## config.mk

```make
export PLATFORM = sky130hd
export DESIGN_NAME = gpio_port
export DESIGN_NICKNAME = d
export VERILOG_FILES = /design/src/shared/gpio_port_pkg.sv /design/src/core/gpio_port.sv /design/src/core/port_sync.sv
export SDC_FILE = /design/constraint.sdc
export NUM_CORES = 1
export LEC_CHECK = 0
export BUFFER_PORTS_ARGS = -buffer_cell sky130_fd_sc_hd__buf_2
export CAP_MARGIN = 40
export CORE_ASPECT_RATIO = 0.5
export CORE_MARGIN = 2
export CORE_UTILIZATION = 45
export DETAILED_ROUTE_END_ITERATION = 7
export GPL_ROUTABILITY_DRIVEN = 0
export PLACE_DENSITY = 0.76
export SETUP_SLACK_MARGIN = 0.5
export SYNTH_ARGS = -nofsm -noshare
export SYNTH_HDL_FRONTEND = slang
export SYNTH_HIERARCHICAL = 1
export SYNTH_SLANG_ARGS = --single-unit
```

## constraint.sdc

```tcl
create_clock -name i_clk -period 3.58 [get_ports i_clk]
set_input_delay 0.358 -clock i_clk [delete_from_list [all_inputs] [get_ports i_clk]]
set_output_delay 0.358 -clock i_clk [all_outputs]
set_load 0.02 [all_outputs]
```

## src/shared/gpio_port_pkg.sv

```systemverilog
// Package for the eight-bit port with address output: register map, reset values and decode types.
// Assumes a single system clock and an AHB-Lite register bus with 32-bit data.
package gpio_port_pkg;

    localparam int          PORT_WIDTH      = 8;
    localparam int          ADDR_PINS       = 4;
    localparam int          DEC_WIDTH       = 16;

    // Byte addresses, only the lower 16 bits of haddr take part in the match.
    localparam logic [15:0] ADDR_DIRECTION  = 16'hFEB0;
    localparam logic [15:0] ADDR_LEVEL      = 16'hFF50;
    localparam logic [15:0] ADDR_LATCH      = 16'hFF60;
    localparam logic [15:0] ADDR_CONTROL    = 16'hFF70;

    localparam logic [7:0]  DIR_RESET       = 8'h00;
    localparam logic [7:0]  LATCH_RESET     = 8'h00;
    localparam logic [7:0]  CONTROL_RESET   = 8'h00;
    // Value returned by a read of the write-only direction register; the stored bits never leak out.
    localparam logic [7:0]  DIR_READ_VALUE  = 8'hFF;
    localparam int          HOLD_BIT        = 0;
    localparam logic [7:0]  ADDR_PIN_MASK   = 8'h0F;

    localparam logic [1:0]  HTRANS_NONSEQ   = 2'b10;
    localparam logic        HRESP_OKAY      = 1'b0;
    localparam logic [31:0] HRDATA_RESET    = 32'h0000_0000;

    typedef enum logic [2:0] {
        SEL_NONE  = 3'b000,
        SEL_DIR   = 3'b001,
        SEL_LEVEL = 3'b010,
        SEL_LATCH = 3'b011,
        SEL_CTRL  = 3'b100
    } reg_sel_e;

    typedef enum logic [2:0] {
        MODE_0 = 3'b000,
        MODE_1 = 3'b001,
        MODE_2 = 3'b010,
        MODE_3 = 3'b011,
        MODE_4 = 3'b100,
        MODE_5 = 3'b101,
        MODE_6 = 3'b110,
        MODE_7 = 3'b111
    } op_mode_e;

endpackage

```

## src/core/gpio_port.sv

```systemverilog
// Eight-bit general-purpose port with address outputs on the low nibble and timer pin sharing.
// Assumes an AHB-Lite master on i_clk, same-clock standby and manual reset levels, asynchronous pins.
`timescale 1ns/1ps
module gpio_port
    import gpio_port_pkg::*;
(
    input  wire logic                  i_clk,
    input  wire logic                  i_resetn,
    input  wire logic                  i_hsel,
    input  wire logic [31:0]           i_haddr,
    input  wire logic [1:0]            i_htrans,
    input  wire logic                  i_hwrite,
    input  wire logic [2:0]            i_hsize,
    input  wire logic [31:0]           i_hwdata,
    input  wire logic                  i_hready,
    output logic                       o_hreadyout,
    output logic [31:0]                o_hrdata,
    output logic                       o_hresp,
    input  wire logic [2:0]            i_mode,
    input  wire logic                  i_manual_reset,
    input  wire logic                  i_hw_standby,
    input  wire logic                  i_sw_standby,
    input  wire logic [ADDR_PINS-1:0]  i_addr,
    input  wire logic [PORT_WIDTH-1:0] i_timer_out,
    input  wire logic [PORT_WIDTH-1:0] i_timer_oe,
    input  wire logic [PORT_WIDTH-1:0] i_pin_in,
    output logic [PORT_WIDTH-1:0]      o_pin_out,
    output logic [PORT_WIDTH-1:0]      o_pin_oe
);

    function automatic reg_sel_e decode(input logic [DEC_WIDTH-1:0] addr);
        reg_sel_e sel;
        sel = SEL_NONE;
        if (addr == ADDR_DIRECTION)
            sel = SEL_DIR;
        else if (addr == ADDR_LEVEL)
            sel = SEL_LEVEL;
        else if (addr == ADDR_LATCH)
            sel = SEL_LATCH;
        else if (addr == ADDR_CONTROL)
            sel = SEL_CTRL;
        return sel;
    endfunction

    function automatic logic is_addr_mode(input logic [2:0] mode);
        logic res;
        res = 1'b0;
        unique case (op_mode_e'(mode))
            MODE_4, MODE_5, MODE_6: res = 1'b1;
            default:                res = 1'b0;
        endcase
        return res;
    endfunction

    logic                  addr_ok;
    reg_sel_e              addr_sel;
    logic                  wr_pend_q;
    reg_sel_e              wsel_q;
    logic                  rd_pend_q;
    reg_sel_e              rd_sel_q;
    logic [PORT_WIDTH-1:0] dir_q;
    logic [PORT_WIDTH-1:0] dir_d;
    logic [PORT_WIDTH-1:0] latch_q;
    logic [PORT_WIDTH-1:0] latch_d;
    logic [7:0]            ctrl_q;
    logic [7:0]            ctrl_d;
    logic [PORT_WIDTH-1:0] pin_sync;
    logic [7:0]            rd_value;
    logic                  addr_mode;
    logic [PORT_WIDTH-1:0] addr_mask;
    logic [PORT_WIDTH-1:0] timer_drive;
    logic [PORT_WIDTH-1:0] drv_out;
    logic [PORT_WIDTH-1:0] drv_oe;
    logic [PORT_WIDTH-1:0] pin_out_d;
    logic [PORT_WIDTH-1:0] pin_oe_d;
    logic                  hold;

    assign addr_ok  = i_hsel && (i_htrans == HTRANS_NONSEQ) && i_hready;
    assign addr_sel = decode(i_haddr[DEC_WIDTH-1:0]);

    // Address phase capture; the slave never inserts wait states.
    always_ff @(posedge i_clk or negedge i_resetn)
    begin
        if (!i_resetn)
        begin
            wr_pend_q <= 1'b0;
            wsel_q    <= SEL_NONE;
            rd_pend_q <= 1'b0;
            rd_sel_q  <= SEL_NONE;
        end
        else
        begin
            wr_pend_q <= addr_ok && i_hwrite;
            wsel_q    <= addr_sel;
            rd_pend_q <= addr_ok && !i_hwrite;
            rd_sel_q  <= addr_sel;
        end
    end

    always_ff @(posedge i_clk or negedge i_resetn)
    begin
        if (!i_resetn)
        begin
            o_hreadyout <= 1'b0;
            o_hresp     <= HRESP_OKAY;
        end
        else
        begin
            o_hreadyout <= 1'b1;
            o_hresp     <= HRESP_OKAY;
        end
    end

    // Register next values; a write of the level register falls through and changes nothing.
    always_comb
    begin
        dir_d   = dir_q;
        latch_d = latch_q;
        ctrl_d  = ctrl_q;
        if (i_hw_standby)
        begin
            dir_d   = DIR_RESET;
            latch_d = LATCH_RESET;
            ctrl_d  = CONTROL_RESET;
        end
        else if (wr_pend_q)
        begin
            unique case (wsel_q)
                SEL_DIR:   dir_d   = i_hwdata[7:0];
                SEL_LATCH: latch_d = i_hwdata[7:0];
                SEL_CTRL:  ctrl_d  = i_hwdata[7:0];
                SEL_LEVEL: latch_d = latch_q;
                SEL_NONE:  ctrl_d  = ctrl_q;
            endcase
        end
    end

    // Manual reset and software standby do not touch these registers.
    always_ff @(posedge i_clk or negedge i_resetn)
    begin
        if (!i_resetn)
            dir_q <= DIR_RESET;
        else
            dir_q <= dir_d;
    end

    always_ff @(posedge i_clk or negedge i_resetn)
    begin
        if (!i_resetn)
            latch_q <= LATCH_RESET;
        else
            latch_q <= latch_d;
    end

    always_ff @(posedge i_clk or negedge i_resetn)
    begin
        if (!i_resetn)
            ctrl_q <= CONTROL_RESET;
        else
            ctrl_q <= ctrl_d;
    end

    port_sync u_sync
    (
        .i_clk    (i_clk),
        .i_resetn (i_resetn),
        .i_async  (i_pin_in),
        .o_level  (pin_sync)
    );

    // Latch, control and level reads see the next register values so a read right behind a write returns the new data.
    always_comb
    begin
        rd_value = 8'h00;
        unique case (addr_sel)
            SEL_DIR:   rd_value = DIR_READ_VALUE;
            SEL_LEVEL: rd_value = (dir_d & latch_d) | (~dir_d & pin_sync);
            SEL_LATCH: rd_value = latch_d;
            SEL_CTRL:  rd_value = ctrl_d;
            SEL_NONE:  rd_value = 8'h00;
        endcase
    end

    always_ff @(posedge i_clk or negedge i_resetn)
    begin
        if (!i_resetn)
            o_hrdata <= HRDATA_RESET;
        else if (addr_ok && !i_hwrite)
            o_hrdata <= {24'h00_0000, rd_value};
        else
            o_hrdata <= HRDATA_RESET;
    end

    assign addr_mode   = is_addr_mode(i_mode);
    assign addr_mask   = addr_mode ? ADDR_PIN_MASK : 8'h00;
    assign hold        = ctrl_q[HOLD_BIT];
    // The timer is held in reset by a manual reset, so its pin claims are dropped then.
    assign timer_drive = i_timer_oe & {PORT_WIDTH{!i_manual_reset}};

    // One continuous assignment per bit keeps every bit of the drive vectors to a single driver.
    genvar g;
    generate
        for (g = 0; g < PORT_WIDTH; g++)
        begin : g_pin
            if (g < ADDR_PINS)
            begin : g_low
                assign drv_oe[g]  = dir_q[g] | (timer_drive[g] & !addr_mode);
                assign drv_out[g] = addr_mode ? i_addr[g] : (timer_drive[g] ? i_timer_out[g] : latch_q[g]);
            end
            else
            begin : g_high
                assign drv_oe[g]  = dir_q[g] | timer_drive[g];
                assign drv_out[g] = timer_drive[g] ? i_timer_out[g] : latch_q[g];
            end
        end
    endgenerate

    always_comb
    begin
        pin_oe_d  = drv_oe;
        pin_out_d = drv_out;
        if (i_hw_standby)
        begin
            pin_oe_d  = '0;
            pin_out_d = '0;
        end
        else if (i_sw_standby && hold)
        begin
            pin_oe_d  = (o_pin_oe & addr_mask) | (drv_oe & ~addr_mask);
            pin_out_d = (o_pin_out & addr_mask) | (drv_out & ~addr_mask);
        end
        else if (i_sw_standby)
        begin
            pin_oe_d = drv_oe & ~addr_mask;
        end
    end

    always_ff @(posedge i_clk or negedge i_resetn)
    begin
        if (!i_resetn)
        begin
            o_pin_oe  <= '0;
            o_pin_out <= '0;
        end
        else
        begin
            o_pin_oe  <= pin_oe_d;
            o_pin_out <= pin_out_d;
        end
    end
endmodule

```

## src/core/port_sync.sv

```systemverilog
// Three-stage synchroniser for the port pin levels with a two-stage agreement filter.
// Assumes the pins are asynchronous to i_clk; the output changes only when stages two and three agree.
`timescale 1ns/1ps
module port_sync
    import gpio_port_pkg::*;
(
    input  wire logic                  i_clk,
    input  wire logic                  i_resetn,
    input  wire logic [PORT_WIDTH-1:0] i_async,
    output logic      [PORT_WIDTH-1:0] o_level
);

    logic [PORT_WIDTH-1:0] meta_q;
    logic [PORT_WIDTH-1:0] stage2_q;
    logic [PORT_WIDTH-1:0] stage3_q;

    // The first stage feeds only the second stage.
    always_ff @(posedge i_clk or negedge i_resetn)
    begin
        if (!i_resetn)
        begin
            meta_q   <= '0;
            stage2_q <= '0;
            stage3_q <= '0;
        end
        else
        begin
            meta_q   <= i_async;
            stage2_q <= meta_q;
            stage3_q <= stage2_q;
        end
    end

    genvar g;
    generate
        for (g = 0; g < PORT_WIDTH; g++)
        begin : g_bit
            always_ff @(posedge i_clk or negedge i_resetn)
            begin
                if (!i_resetn)
                    o_level[g] <= 1'b0;
                else if (stage2_q[g] == stage3_q[g])
                    o_level[g] <= stage3_q[g];
            end
        end
    endgenerate

endmodule

```

### Yosys cells after proc, flatten, opt, wreduce, memory -nomap -nowiden

Index checks and enable logic that the tools add are counted.

* register bits after elaboration: 109
* logic and storage cells: 111
* input bits: 108
* bits in read-only memories: 0
* output and inout bits: 50
* latch bits: 0
* memory bits (writable): 0
* memories kept: 0

* magnitude comparators: 0
* reductions and logical operators: 10
* div/mod/pow operators: 0
* shift operators: 0
* bitwise logic cells: 24
* equality and inequality tests: 23
* multiplexer cells: 34
* $add $sub $neg: 0
* $mul: 0

Operators by type and width (count)
* 2-to-1 mux 8 bit: 15
* equality test 16 bit (second input constant): 4
* AND 8 bit: 5
* one-hot mux 8 bit (5 select lines): 1
* bitwise OR 8 bit: 3
* AND 8 x 4 -> 8 bit: 2
* equality test 3 bit (second input constant): 5
* 2-to-1 mux 1 bit: 13
* 2-to-1 mux 3 bit: 4
* equality test 3 x 2 -> 1 bit (second input constant): 3
* equality test 1 bit: 8
* inverter 4 -> 8 bit: 1
* inverter 8 bit: 1
* bitwise OR 1 bit: 8
* equality test 3 x 1 -> 1 bit (second input constant): 2
* logical AND 1 bit: 5
* AND 1 bit: 4
* 2-to-1 mux 4 bit: 1
* zero test 1 bit: 3
* zero test 3 bit: 1
* OR reduction 3 bit: 1
* equality test 2 bit (second input constant): 1

### Logic depth before layout (Yosys ltp)

* depth in word-level cells: 10
* depth in mapped cells: 6
* mapped depth without buffers: 5

### Hierarchy

The synthesis kept the hierarchy.

By module, submodules not included
* gpio_port: times used 1, cells each 268, area each 2786.4 µm², seq. area each 1326.3 µm²
* port_sync: times used 1, cells each 40, area each 890.9 µm², seq. area each 800.8 µm²

### Least setup slack after synthesis

OpenSTA, ideal clock, no wires.

* kind: input -> register
* from: in i_haddr[1]
* to: reg o_hrdata[0]
* setup time: 82 ps
* arrival: 1323 ps
* stages on the path: 5
* path buffers: 0
* slack: 2175 ps
* data required time: 3498 ps
* cells stage by stage: nor4_4 > nand4_4 > nor2_4 > o211ai_1 > a31oi_1

* cells in the longest elaborated chain, start to end: 8
* elaborated cells on any way between the ends: 15
* those cells by class: eq/ne (8); mux (6); reduce/logical (1)

Ends and longest elaborated chain
* start, declared: line gpio_port.sv:10 `input wire logic [31:0] i_haddr,`
* equality test 16 bit: line gpio_port.sv:40 `else if (addr == ADDR_CONTROL)`
* 2-to-1 mux 3 bit: line gpio_port.sv:40
* 2-to-1 mux 3 bit: line gpio_port.sv:38 `else if (addr == ADDR_LATCH)`
* 2-to-1 mux 3 bit: line gpio_port.sv:36 `else if (addr == ADDR_LEVEL)`
* 2-to-1 mux 3 bit (*): line gpio_port.sv:34 `if (addr == ADDR_DIRECTION)`
* equality test 3 bit, or another cell as far along: line gpio_port.sv:175 `unique case (addr_sel)`
* one-hot mux 8 bit (5 select lines) (*): line gpio_port.sv:175
* 2-to-1 mux 8 bit (*): line gpio_port.sv:188 `else if (addr_ok && !i_hwrite)`
* end signal, assigned: line gpio_port.sv:189 `o_hrdata <= {24'h00_0000, rd_value};`
* end, declared: line gpio_port.sv:17 `output logic [31:0] o_hrdata,`

Mark *: on every way between the ends. The rest lies on a longest branch, timed or not.
A chain may end at the register's enable or synchronous reset.

### Final worst setup path

* from: reg wsel_q[1]
* to: reg o_hrdata[0]

* cells in the longest elaborated chain, start to end: 9
* elaborated cells on any way between the ends: 18
* those cells by class: eq/ne (3); mux (11); bitwise (4)

Ends and longest elaborated chain
* start, declared: line gpio_port.sv:58 `reg_sel_e wsel_q;`
* start signal, assigned: line gpio_port.sv:94 `wsel_q <= addr_sel;`
* equality test 3 x 1 -> 1 bit (*): line gpio_port.sv:128 `unique case (wsel_q)`
* 2-to-1 mux 8 bit (*): line gpio_port.sv:128
* 2-to-1 mux 8 bit (*): line gpio_port.sv:126 `else if (wr_pend_q)`
* 2-to-1 mux 8 bit (*): line gpio_port.sv:120 `if (i_hw_standby)`
* named net dir_d[0]: line gpio_port.sv:62 `logic [PORT_WIDTH-1:0] dir_d;`
* inverter 8 bit: line gpio_port.sv:177 `SEL_LEVEL: rd_value = (dir_d & latch_d) | (~dir_d & pin_sync);`
* AND 8 bit: line gpio_port.sv:177
* bitwise OR 8 bit (*): line gpio_port.sv:177
* one-hot mux 8 bit (5 select lines) (*): line gpio_port.sv:175
* 2-to-1 mux 8 bit (*): line gpio_port.sv:188

The timed path passes the listed nets; every way through them passes the cells marked *.

==> run summary <==
DP HPWL: 5.03 mm
RR Startpoint: wsel_q[1]
Root Driver: clkbuf_16
Core box area: 0.00797 mm²
Initial Utilization: 46.1%
Startpoint type of the worst setup path: register
Synth top area share: 57.8%
Sequential area share after synthesis: 57.8%
Final setup TNS: 0 ns
Kind of critical path: register to register
Dominant cell type by area after synthesis: dfrtp_1
Number of antenna violations at the first check in global routing: 0
Clock Skew: 0.00555 ns
Max Slew Vio Count: 0
Standard-cell rows: 23
Synthesized area: 0.00368 mm²
Setup-failing EPs final: 0
Grt total ovfl: 0
Final non-filler cell total: 516
Netlist cell types: 37
Placed cells: 499
Clock tree from TritonCTS: yes
First-pass DRT Iterations: 4
Final wirelength: 7.24 mm
Post-Syn Area per Cell: 11.9 µm²
Gate Count Post-Synth: 308
Tmin final: 2.05 ns
Critical Path RT: 3.78 ns
I/O pin cnt: 158
Longest Clk Path Bufs: 2
CTS Sinks: 85
Chip height: 67.9 µm
Synth top area cells: dfrtp_1, mux2i_1, buf_4, nand2b_1, nor2b_1
Ys Warns: 6
Run status: finished, final reports clean
Clock transition at path regs: 0.06 ns
Via-to-Cell Ratio: 4.80
Share of cells above drive strength 1: 31.9%
HP Start: i_pin_in[7]
FF-to-FF End: o_hrdata[0]
Port bufs: 89
CTS Buf Count: 9
Drt initial violations: 129
Reg2Reg Setup Slack: 1.53 ns
HP Class: primary input to register
P per Cell Area: 473 mW/mm²
WL/cell: 14.0 µm
# nets final: 507
RSZ-0062 raised after global routing: false
Final period util: 57.2%
Worst-margin pin slew: 0.839 ns
Vias in the first global route: 2,305
Fmax achieved: 489 MHz
First-pass GRT wire length: 11.6 mm
Largest net degree at the start of global routing: 56
Die width: 132 µm
DRC Markers: 0
#FFs+latches synth: 85
CP Capture Type: register
Final Hold Viols: 0
Slew Limit Headroom: 44.1%
R2R depth: 5
Hold path cells: 1
WP data arrival: 2.24 ns
Resize count post-CTS: 0
Gr usage total: 17.2%
# H-tree levels: 3
Max-Cap Viols: 0
CP max FO: 8
# Post-CTS Setup Buffers: 0
Total vias in the final route: 2,479
Hold Crit Endpoint: u_sync/meta_q[7]
VDD IR max: 0.000267 V
Number of diodes: 0
Die area: 0.00895 mm²
Layout area overhead: 21.6%
Fill count: 679
Antenna-violating nets left: 0
Skew-Pair Late Insertion Delay: 0.33 ns
P_leak: 2.24 nW
## cell usage after synthesis
library cell   n
o21ai_1        1
nor2_4         1
a31oi_1        8
and4b_1        1
a21oi_2        1
o211ai_1       8
mux2_2         7
nor3_4         2
nand3b_1       1
a211oi_1      12
maj3_2         8
and4_1         1
nor2b_1       15
conb_1         2
buf_2          1
nor4b_1        1
nor4_4         1
nor2_2         1
nand4bb_1      1
clkbuf_1       6
nand4b_1       2
and3b_1        1
inv_1          1
nand2_1       21
nor2_1        22
buf_1          1
nand4_4        1
nand3_1        1
a21oi_1        9
and3_1         5
nand2_2        1
o21ai_0        7
buf_4         27
mux2i_1       25
or4b_1         1
dfrtp_1       85
nand2b_1      19
## what timing repair did
item,4_1_cts,5_1_grt
hold buffers,1,0
hold endpoints to repair,30,0
setup endpoints to repair,0,0
## flip-flops by register name, indices dropped and copies added, names as in the netlist
register / count
ctrl_q: 8
dir_q: 8
latch_q: 8
o_hrdata: 8
o_hreadyout: 1
o_pin_oe: 8
o_pin_out: 8
u_sync/meta_q: 8
u_sync/o_level: 8
u_sync/stage2_q: 8
u_sync/stage3_q: 8
wr_pend_q: 1
wsel_q: 3
## cell usage in the layout (no fill, tap or decap), types with 2 or more instances in the layout
cell type,synthesis,final
maj3_2,8,8
nor3_4,2,2
buf_2,1,88
o21ai_0,7,7
nand2_1,21,21
nand2b_1,19,19
clkinv_2,0,3
mux2i_1,25,25
nor2_1,22,22
mux2_2,7,7
a211oi_1,12,12
a31oi_1,8,8
dfrtp_1,85,85
and3_1,5,5
nand4b_1,2,2
clkbuf_8,0,3
clkbuf_16,0,9
o211ai_1,8,8
a21oi_1,9,9
nor2b_1,15,15
conb_1,2,26
## how the worst max path moves through the flow
stage,endpoint,from
floorplan,o_hrdata[0],i_haddr[1]
global placement,o_hrdata[0],wsel_q[1]
detailed placement,o_hrdata[1],wsel_q[1]
CTS,o_hrdata[4],wsel_q[2]
global route,o_hrdata[0],wsel_q[1]
finish,o_hrdata[0],wsel_q[1]
## worst max-delay path, cell delays in order (launching register included)
cell	delay, ns
dfrtp_1	0.41
nand4bb_1	0.65
mux2i_1	0.53
nand2_1	0.10
o211ai_1	0.10
a31oi_1	0.12
## metal layers
metal  vias to the layer above  share of wire (%)  GRT usage, %
met5                         -                  0             0
met4                         0                1.1          5.71
met1                      1174                 48          22.9
met3                         7                5.1          4.52
li1                       1213                  -             -
met2                        85                 46          28.1
## cell type report
| type | count | area [µm²] | share of cell area (%) |
|---|---|---|---|
| tap | 112 | 140 | 3.13 |
| multi-input combinational | 211 | 1400 | 31.4 |
| clock inverter | 4 | 45.0 | 1.01 |
| clock buffer | 12 | 267 | 5.96 |
| timing repair buffer | 91 | 485 | 10.9 |
| inverter | 1 | 3.75 | 0.0840 |
| sequential | 85 | 2130 | 47.6 |
## kinds of logic (layout without fill, tap and decap cells)
family / count (synthesis) / after routing / synth area share (%)
simple gates: 99 / 99 / 16.1
flops: 85 / 85 / 57.8
compound gates: 46 / 46 / 8.00
buf+inv: 36 / 108 / 6.46
mux: 32 / 32 / 8.95
fa+ha+maj: 8 / 8 / 2.45
other cells: 2 / 26 / 0.204
## report_power, final
part	total, W	internal (W)	switching [W]
Sequential	0.00101	0.000993	0.0000165
Clock	0.000944	0.000593	0.000351
Combinational	0.000162	0.0000612	0.000101
Total	0.00212	0.00165	0.000468
## through the flow
stage          power, W  instance area, µm²  util, %  setup WS (ns)  hold WS (ns)
6_report        0.00212                4470     56.1           1.53         0.129
5_1_grt         0.00220                4470     56.1           1.37         0.113
4_1_cts         0.00214                4470     56.1           1.58         0.115
3_5_place_dp    0.00119                4150     52.0           1.61         0.323
3_3_place_gp    0.00118                4120     51.7           1.65         0.333
2_1_floorplan   0.00113                3770        -           2.18        0.0624
Power figures use the tool's default switching activity.
